## config.mk

```make
export PLATFORM = sky130hd
export DESIGN_NAME = tcio_top
export DESIGN_NICKNAME = d
export VERILOG_FILES = /design/src/hdl/tcio_top.v /design/src/hdl/tcio_sync.v
export VERILOG_INCLUDE_DIRS = /design/src /design/src/hdl
export SDC_FILE = /design/constraint.sdc
export NUM_CORES = 1
export LEC_CHECK = 0
export ABC_AREA = 1
export BUFFER_PORTS_ARGS = -buffer_cell sky130_fd_sc_hd__buf_2
export CAP_MARGIN = 10
export CORE_MARGIN = 2
export CORE_UTILIZATION = 56
export CTS_CLUSTER_SIZE = 25
export DETAILED_ROUTE_END_ITERATION = 6
export GPL_ROUTABILITY_DRIVEN = 0
export PLACE_DENSITY = 0.9
export SLEW_MARGIN = 20
export SYNTH_ARGS = -nofsm -noshare
export SYNTH_HDL_FRONTEND = slang
export SYNTH_HIERARCHICAL = 1
export SYNTH_SLANG_ARGS = --single-unit
export TNS_END_PERCENT = 20
```

## constraint.sdc

```tcl
create_clock -name pclk -period 2.8 [get_ports pclk]
set_clock_uncertainty 0.15 [all_clocks]
set_input_delay 0.42 -clock pclk [delete_from_list [all_inputs] [get_ports pclk]]
set_output_delay 0.42 -clock pclk [all_outputs]
set_load 0.02 [all_outputs]
```

## src/hdl/tcio_consts.vh

```
`ifndef TCIO_CONSTS_VH
`define TCIO_CONSTS_VH

// address pages and single registers (byte addresses)
`define TCIO_MODE_PAGE 4'h0
`define TCIO_GR_PAGE 4'h2
`define TCIO_OFF_CH0MODE 8'h10
`define TCIO_OFF_PINSTAT 8'h14

// field layout of the four-bit mode field, and the buffer bit of the ch0 mode register
`define TCIO_MODE_W 4
`define TCIO_BIT_CAP 3
`define TCIO_BIT_HI 2
`define TCIO_BIT_BOTH 1
`define TCIO_BIT_FALL 0
`define TCIO_BFA_BIT 4

// reset values
`define TCIO_MODE_RST 4'h0
`define TCIO_GR_RST 16'hffff

// slot index of each channel, two bits per channel, and chain support
`define TCIO_SLOT_IDS 8'he4
`define TCIO_CHAIN_EN 4'hb
`endif

```

## src/hdl/tcio_top.v

```verilog
`timescale 1ns/1ns
`include "tcio_consts.vh"
// slot 0 is the ch0 C register, slots 1 to 3 the A registers of ch1..ch3
module tcio_top #(
  parameter CW = 16
) (
  input wire pclk,
  input wire presetn,
  input wire clk_en,
  // apb slave
  input wire psel,
  input wire penable,
  input wire pwrite,
  input wire [7:0] paddr,
  input wire [31:0] pwdata,
  output reg [31:0] prdata,
  output wire pready,
  output wire pslverr,
  // counter values of the channels, same clock
  input wire [CW-1:0] ch0_counter,
  input wire [CW-1:0] ch1_counter,
  input wire [CW-1:0] ch2_counter,
  input wire [CW-1:0] ch3_counter,
  // chained trigger pulses from neighbouring channels
  input wire ch1_count_pulse,
  input wire ch4_count_pulse,
  input wire ch0_a_event,
  // pin levels in, levels out and active-low output enables
  input wire ch0_pin_c_i,
  output wire ch0_pin_c_o,
  output wire ch0_pin_c_oe_n,
  input wire ch1_pin_a_i,
  output wire ch1_pin_a_o,
  output wire ch1_pin_a_oe_n,
  input wire ch2_pin_a_i,
  output wire ch2_pin_a_o,
  output wire ch2_pin_a_oe_n,
  input wire ch3_pin_a_i,
  output wire ch3_pin_a_o,
  output wire ch3_pin_a_oe_n,
  // per-slot capture or match pulse
  output wire [3:0] chan_event
);
  localparam NCH = 4;
  // slot numbers two bits per slot, chain support one bit per slot
  localparam [7:0] SLOT_IDS = `TCIO_SLOT_IDS;
  localparam [3:0] CHAIN_EN = `TCIO_CHAIN_EN;

  // address is word aligned and lands on a mapped register
  function addr_ok;
    input [7:0] a;
    begin
      addr_ok = (a[1:0] == 2'b00) &&
                (a[7:4] == `TCIO_MODE_PAGE || a[7:4] == `TCIO_GR_PAGE ||
                 a == `TCIO_OFF_CH0MODE || a == `TCIO_OFF_PINSTAT);
    end
  endfunction

  // pick one four-bit field out of the packed mode vector
  function [3:0] pick4;
    input [15:0] v;
    input [1:0] s;
    begin
      case (s)
        2'd0: pick4 = v[3:0];
        2'd1: pick4 = v[7:4];
        2'd2: pick4 = v[11:8];
        default: pick4 = v[15:12];
      endcase
    end
  endfunction

  // pick one general register out of the packed vector
  function [CW-1:0] pick_gr;
    input [4*CW-1:0] v;
    input [1:0] s;
    begin
      case (s)
        2'd0: pick_gr = v[CW-1:0];
        2'd1: pick_gr = v[2*CW-1:CW];
        2'd2: pick_gr = v[3*CW-1:2*CW];
        default: pick_gr = v[4*CW-1:3*CW];
      endcase
    end
  endfunction

  // the pin takes part only when the low two field bits are not 00
  function out_on;
    input [3:0] m;
    begin
      out_on = (m[1:0] != 2'b00);
    end
  endfunction

  // apb handshake: zero wait states, but a frozen block holds the access
  wire access = psel & penable;
  wire good = addr_ok(paddr);
  wire wr_en = access & pwrite & good & clk_en;
  // a read whose setup edge fell while frozen waits one cycle for its data
  reg rd_held_reg;
  wire rd_load = psel & ~pwrite & ~(penable & rd_held_reg);
  assign pready = clk_en & (pwrite | rd_held_reg | ~access);
  assign pslverr = access & ~good;

  // set once the read data flop is filled, cleared when the read completes
  always @(posedge pclk or negedge presetn) begin
    if (!presetn) begin
      rd_held_reg <= 1'b0;
    end else if (clk_en) begin
      rd_held_reg <= rd_load;
    end
  end

  // address decode: page picks the register kind, slot the channel
  wire mode_page = (paddr[7:4] == `TCIO_MODE_PAGE);
  wire gr_page = (paddr[7:4] == `TCIO_GR_PAGE);
  wire [1:0] slot = paddr[3:2];

  // channel 0 mode register, only the buffer-operation bit is kept
  reg buffer_a_enable_reg;
  always @(posedge pclk or negedge presetn) begin
    if (!presetn) begin
      buffer_a_enable_reg <= 1'b0;
    end else if (clk_en && wr_en && paddr == `TCIO_OFF_CH0MODE) begin
      buffer_a_enable_reg <= pwdata[`TCIO_BFA_BIT];
    end
  end

  // pin levels are foreign to pclk, so they pass two flops first
  wire [3:0] pin_raw = {ch3_pin_a_i, ch2_pin_a_i, ch1_pin_a_i, ch0_pin_c_i};
  wire [3:0] pin_sync;
  tcio_sync #(
    .W(NCH)
  ) u_sync (
    .clk(pclk),
    .rst_n(presetn),
    .ce(clk_en),
    .d(pin_raw),
    .q_reg(pin_sync)
  );

  // per-channel inputs packed by slot
  wire [4*CW-1:0] cnt_all = {ch3_counter, ch2_counter, ch1_counter, ch0_counter};
  // chained triggers: slot 2 has none and never reads this bit
  wire [3:0] trig_all = {ch4_count_pulse, 1'b0, ch0_a_event, ch1_count_pulse};
  wire [3:0] inhibit_all = {3'b000, buffer_a_enable_reg};

  // packed per-slot views feed the read mux and the pin map
  wire [15:0] mode_all;
  wire [4*CW-1:0] gr_all;
  wire [3:0] pin_out;
  wire [3:0] oe_n_all;

  genvar i;
  generate
    for (i = 0; i < NCH; i = i + 1) begin : g_ch
      // slot number and chain support of this slot
      localparam [1:0] IDX = SLOT_IDS[2*i +: 2];
      localparam CHAIN = CHAIN_EN[i];
      // per-slot field, general register and pin state
      reg [3:0] mode_reg;
      reg [CW-1:0] gr_reg;
      reg pin_reg;
      reg prev_reg;
      reg match_prev_reg;
      reg event_reg;
      // this slot's counter, pin and buffer inhibit
      wire [CW-1:0] cnt = cnt_all[i*CW +: CW];
      wire pin_in = pin_sync[i];
      wire inhibit = inhibit_all[i];
      // bus strobes aimed at this slot
      wire mode_wr = wr_en & mode_page & (slot == IDX);
      wire gr_wr = wr_en & gr_page & (slot == IDX);

      // capture mode and the chained source choice
      wire cap_mode = mode_reg[`TCIO_BIT_CAP] & ~inhibit;
      // slot 2 has no chained source, so bit 2 only sets the initial pin level there
      wire chained = (CHAIN != 0) & mode_reg[`TCIO_BIT_HI];
      wire rise = pin_in & ~prev_reg;
      wire fall = ~pin_in & prev_reg;
      reg edge_hit;

      // edge select on the channel's own pin
      always @* begin
        edge_hit = 1'b0;
        if (mode_reg[`TCIO_BIT_BOTH]) begin
          edge_hit = rise | fall;
        end else if (mode_reg[`TCIO_BIT_FALL]) begin
          edge_hit = fall;
        end else begin
          edge_hit = rise;
        end
      end

      wire cap_hit = cap_mode & (chained ? trig_all[i] : edge_hit);

      // compare is only armed with output on and no buffer use
      wire cmp_mode = ~mode_reg[`TCIO_BIT_CAP] & ~inhibit &
                      out_on(mode_reg);
      wire equal = (cnt == gr_reg);
      // first cycle of equality only, so a stalled counter toggles once
      wire cmp_hit = cmp_mode & equal & ~match_prev_reg;

      // output enable: capture mode or low bits 00 keep the pin released
      assign oe_n_all[i] = mode_reg[`TCIO_BIT_CAP] |
                           ~out_on(mode_reg);
      assign pin_out[i] = pin_reg;
      assign mode_all[i*4 +: 4] = mode_reg;
      assign gr_all[i*CW +: CW] = gr_reg;
      assign chan_event[i] = event_reg;

      // mode field; reset selects compare with output disabled
      always @(posedge pclk or negedge presetn) begin
        if (!presetn) begin
          mode_reg <= `TCIO_MODE_RST;
        end else if (clk_en && mode_wr) begin
          mode_reg <= pwdata[`TCIO_MODE_W-1:0];
        end
      end

      // general register: capture wins over a software write in the same cycle
      always @(posedge pclk or negedge presetn) begin
        if (!presetn) begin
          gr_reg <= `TCIO_GR_RST;
        end else if (clk_en) begin
          if (cap_hit) begin
            gr_reg <= cnt;
          end else if (gr_wr) begin
            gr_reg <= pwdata[CW-1:0];
          end
        end
      end

      // pin level: initial level on a mode write, then compare actions
      always @(posedge pclk or negedge presetn) begin
        if (!presetn) begin
          pin_reg <= 1'b0;
        end else if (clk_en) begin
          if (mode_wr) begin
            pin_reg <= pwdata[`TCIO_BIT_HI];
          end else if (cmp_hit) begin
            case (mode_reg[1:0])
              2'b01: pin_reg <= 1'b0;
              2'b10: pin_reg <= 1'b1;
              2'b11: pin_reg <= ~pin_reg;
              default: pin_reg <= pin_reg;
            endcase
          end
        end
      end

      // edge history and one-cycle event pulse for neighbours
      always @(posedge pclk or negedge presetn) begin
        if (!presetn) begin
          prev_reg <= 1'b0;
          match_prev_reg <= 1'b0;
          event_reg <= 1'b0;
        end else if (clk_en) begin
          prev_reg <= pin_in;
          match_prev_reg <= equal;
          event_reg <= cap_hit | cmp_hit;
        end
      end
    end
  endgenerate

  assign ch0_pin_c_o = pin_out[0];
  assign ch1_pin_a_o = pin_out[1];
  assign ch2_pin_a_o = pin_out[2];
  assign ch3_pin_a_o = pin_out[3];

  // output enables, low while the pin is driven
  assign ch0_pin_c_oe_n = oe_n_all[0];
  assign ch1_pin_a_oe_n = oe_n_all[1];
  assign ch2_pin_a_oe_n = oe_n_all[2];
  assign ch3_pin_a_oe_n = oe_n_all[3];

  // read data is chosen in the setup cycle so prdata comes from a flop
  reg [31:0] rd_next;
  always @* begin
    rd_next = 32'h00000000;
    if (mode_page) begin
      rd_next[3:0] = pick4(mode_all, slot);
    end else if (gr_page) begin
      rd_next[CW-1:0] = pick_gr(gr_all, slot);
    end else if (paddr == `TCIO_OFF_CH0MODE) begin
      rd_next[`TCIO_BFA_BIT] = buffer_a_enable_reg;
    end else if (paddr == `TCIO_OFF_PINSTAT) begin
      rd_next[11:0] = {oe_n_all, pin_out, pin_sync};
    end
    // unmapped or misaligned reads return zero
    if (!good) begin
      rd_next = 32'h00000000;
    end
  end

  // read data register, loaded at the setup edge of a read, or late if that edge was frozen
  always @(posedge pclk or negedge presetn) begin
    if (!presetn) begin
      prdata <= 32'h00000000;
    end else if (clk_en && rd_load) begin
      prdata <= rd_next;
    end
  end
endmodule // tcio_top

```

## src/hdl/tcio_sync.v

```verilog
`timescale 1ns/1ns
// two-stage synchroniser for pin levels; first stage feeds only the second
module tcio_sync #(
  parameter W = 4
) (
  input wire clk,
  input wire rst_n,
  input wire ce,
  input wire [W-1:0] d,
  output reg [W-1:0] q_reg
);
  reg [W-1:0] meta_reg;

  // pins settle through two flops before any logic looks at them
  always @(posedge clk or negedge rst_n) begin
    if (!rst_n) begin
      meta_reg <= {W{1'b0}};
      q_reg <= {W{1'b0}};
    end else if (ce) begin
      meta_reg <= d;
      q_reg <= meta_reg;
    end
  end
endmodule // tcio_sync

```

==> flow_metrics.env <==
export IMPL_outcome="complete, no violations"
export IMPL_powerDensity_nw_per_um2=569
export IMPL_cts_buffer_depth=2
export IMPL_arrival_ps=2630
export IMPL_syn_area_per_cell_um2=6.88
export IMPL_clk_pin_slew_worst_paths_ps=60
export IMPL_drive_gt1_share_pct=21.3
export IMPL_rsz0062_at_grt="no"
export IMPL_r2r_start="u_sync/q_reg[1]$_DFFE_PN0P_"
export IMPL_cpMaxStageDelayCell="dfrtp_1"
export IMPL_worstMarginPinSlew_ps=652
export IMPL_critPathMaxFanout=28
export IMPL_setup_tns_ps=0
export IMPL_cts_sinks=122
export IMPL_fmax_mhz=416
export IMPL_synth_area_um2=8130
export IMPL_via_count=8508
export IMPL_area_growth_pct=16.9
export IMPL_stdcell_area_um2=9500
export IMPL_max_slew_margin_pct=56.5
export IMPL_grt_max_degree=105
export IMPL_wirelength_um=25100
export IMPL_die_h_um=124
export IMPL_synth_top_area_share_pct=21.4
export IMPL_vdd_drop_max_mv=0.432
export IMPL_synthCells=1181
export IMPL_setup_violations=0
export IMPL_dr_pass1_iters=6
export IMPL_p_leak_nw=5.14
export IMPL_initial_core_util_pct=56.5
export IMPL_grt_pass1_wl_um=39600
export IMPL_die_area_um2=15500
export IMPL_grt_usage_pct=32.2
export IMPL_slowest_delay_ps=410
export IMPL_post_cts_buffers=0
export IMPL_path_class="flip-flop to flip-flop"
export IMPL_synthFlopType="dfstp_2"
export IMPL_endpoint_kind="flip-flop"
export IMPL_hp_start="ch3_pin_a_i"
export IMPL_diodes=0
export IMPL_yosysTopAreaCell="nand2_1"
export IMPL_ant_nets=0
export IMPL_fp_coreArea_um2=14400
export IMPL_grt_pass1_vias=7889
export IMPL_wl_per_cell_um=16.7
export IMPL_synth_warnings=6
export IMPL_synth_cell_types=43
export IMPL_drv_cap=0
export IMPL_timing_final_crit_share_pct=85.8
export IMPL_synth_edf_count=0
export IMPL_place_hpwl_um=18300
export IMPL_hold_class="input port to flip-flop"
export IMPL_start_kind="flip-flop"
export IMPL_io_pins=163
export IMPL_clockRootBuffer="clkbuf_16"
export IMPL_portBuffers=130
export IMPL_rows=44
export IMPL_slew_violations=0
export IMPL_finalHoldViolCount=0
export IMPL_final_common_cell="nand2_1"
export IMPL_antenna_found_initial=0
export IMPL_drc_errors=0
export IMPL_crit_chain="inv_1 -> ha_1 -> nand2_1 -> o21ai_0 -> o21ai_2 -> nand2_1 -> buf_4 -> o21ai_0 -> nand3_1 -> nand2_1"
export IMPL_die_x_um=124
export IMPL_cts_tree="built"
export IMPL_path_common_cell="nand2_1"
export IMPL_critPathLaunch="u_sync/q_reg[1]$_DFFE_PN0P_"
export IMPL_clk_latency_ps=430
export IMPL_cts_inserted_buffers=17
export IMPL_required_ps=3020
export IMPL_place_area_um2=8920
export IMPL_fin_crit_ps=2400
export IMPL_ys_seq_area_share_pct=38.6
export IMPL_finalNetCount=1436
export IMPL_viasPerCell=5.65
export IMPL_layout_common_cells="nand2_1 (463), buf_2 (128), inv_1 (112)"
export IMPL_async_flop_share_pct=100
export IMPL_grt_overflow=0
export IMPL_ys_top_cells_by_area="nand2_1 (21%), dfstp_2 (21%), dfrtp_1 (18%), nand3_1 (6.5%), o21ai_0 (5.4%)"
export IMPL_cts_htree_levels=4
export IMPL_dr_first_iter_drc_count=1065
export IMPL_ys_ff_latch=122
export IMPL_largest_register_ffs=64
Yosys cell counts, types with 5 or more instances:
master,number
nand2_1,463
inv_1,112
nand3_1,105
o21ai_0,88
nor2_1,71
dfstp_2,64
dfrtp_1,58
xor2_1,28
a21oi_1,25
buf_4,24
clkbuf_1,24
ha_1,11
nand2_4,10
nand4_1,10
buf_2,8
o211ai_1,8
xnor2_1,8
o22ai_1,7
nand2_2,6
buf_6,5
inv_2,5
layout make-up:
class	instances	area (um^2)
well taps	184	230
flip-flops and latches	122	3130
multi-input cells	893	4240
repair buffers	156	878
clock inverters	7	62.6
inverters	118	443
fillers	1174	4870
clock buffers	25	507
final timing paths:
path | end | slack (ps) | depth (start not counted)
setup reg to reg | g_ch[1].gr_reg[7]$_DFFE_PN1P_ | 400 | 10
max in group asynchronous | g_ch[3].gr_reg[13]$_DFFE_PN1P_ | 1270 | 3
setup / recovery | g_ch[1].gr_reg[7]$_DFFE_PN1P_ | 400 | 10
min in group asynchronous | g_ch[1].mode_reg[2]$_DFFE_PN0P_ | 400 | 2
hold / removal | u_sync/meta_reg[3]$_DFFE_PN0P_ | 50 | 3
hold reg to reg | g_ch[1].gr_reg[2]$_DFFE_PN1P_ | 320 | 2
per-layer routing:
| metal | GRT usage (%) | up-vias | share of wire, % |
|---|---|---|---|
| met5 | 0 | - | 0 |
| met4 | 14.8 | 0 | 4.2 |
| met3 | 6.96 | 108 | 12 |
| met2 | 50.9 | 568 | 45 |
| met1 | 42.4 | 3867 | 38 |
| li1 | - | 3965 | - |
logic make-up (layout without fill, tap and decap cells):
logic type	Yosys count	count (layout)	synth area share (%)
AO/OA/AOI/OAI	151	151	10.6
flip-flops	122	122	38.6
buffers and inverters	181	306	10.1
adder cells (fa/ha/maj)	11	11	1.69
AND/OR/NAND/NOR	679	679	35.1
XOR/XNOR	36	36	3.88
other	1	16	0.0462
what timing repair did:
| action | in CTS | in global routing |
|---|---|---|
| hold endpoints to repair | 32 | 0 |
| hold buffers | 1 | 0 |
| resized for setup | 0 | 0 |
critical path: cells and delay by family (launching register included):
family	cells	cell delay [ps]
compound gates	3	640
fa+ha+maj	1	300
flops	1	410
simple gates	4	460
buf+inv	2	370
report_power, final:
| group | switching (mW) | total (mW) | internal [mW] |
|---|---|---|---|
| Clock | 0.796 | 2.13 | 1.33 |
| Combinational | 0.645 | 1.01 | 0.362 |
| Sequential | 0.200 | 2.27 | 2.07 |
| Total | 1.64 | 5.40 | 3.76 |
per-stage QoR:
stage | hold WS, ps | setup slack, ps | util, % | cells | power [mW]
final | 50.4 | 397 | 66.1 | 1505 | 5.40
after global routing | 47.2 | 334 | 66.1 | 1505 | 5.64
after CTS | 42.9 | 478 | 66.1 | 1505 | 5.39
after detailed placement | 311 | 374 | 62.1 | 1472 | 3.25
after global placement | 307 | 440 | 62.1 | 1472 | 3.21
after floorplan | -25.6 | 835 | - | 1196 | 2.88
(Power assumes the default switching activity.)
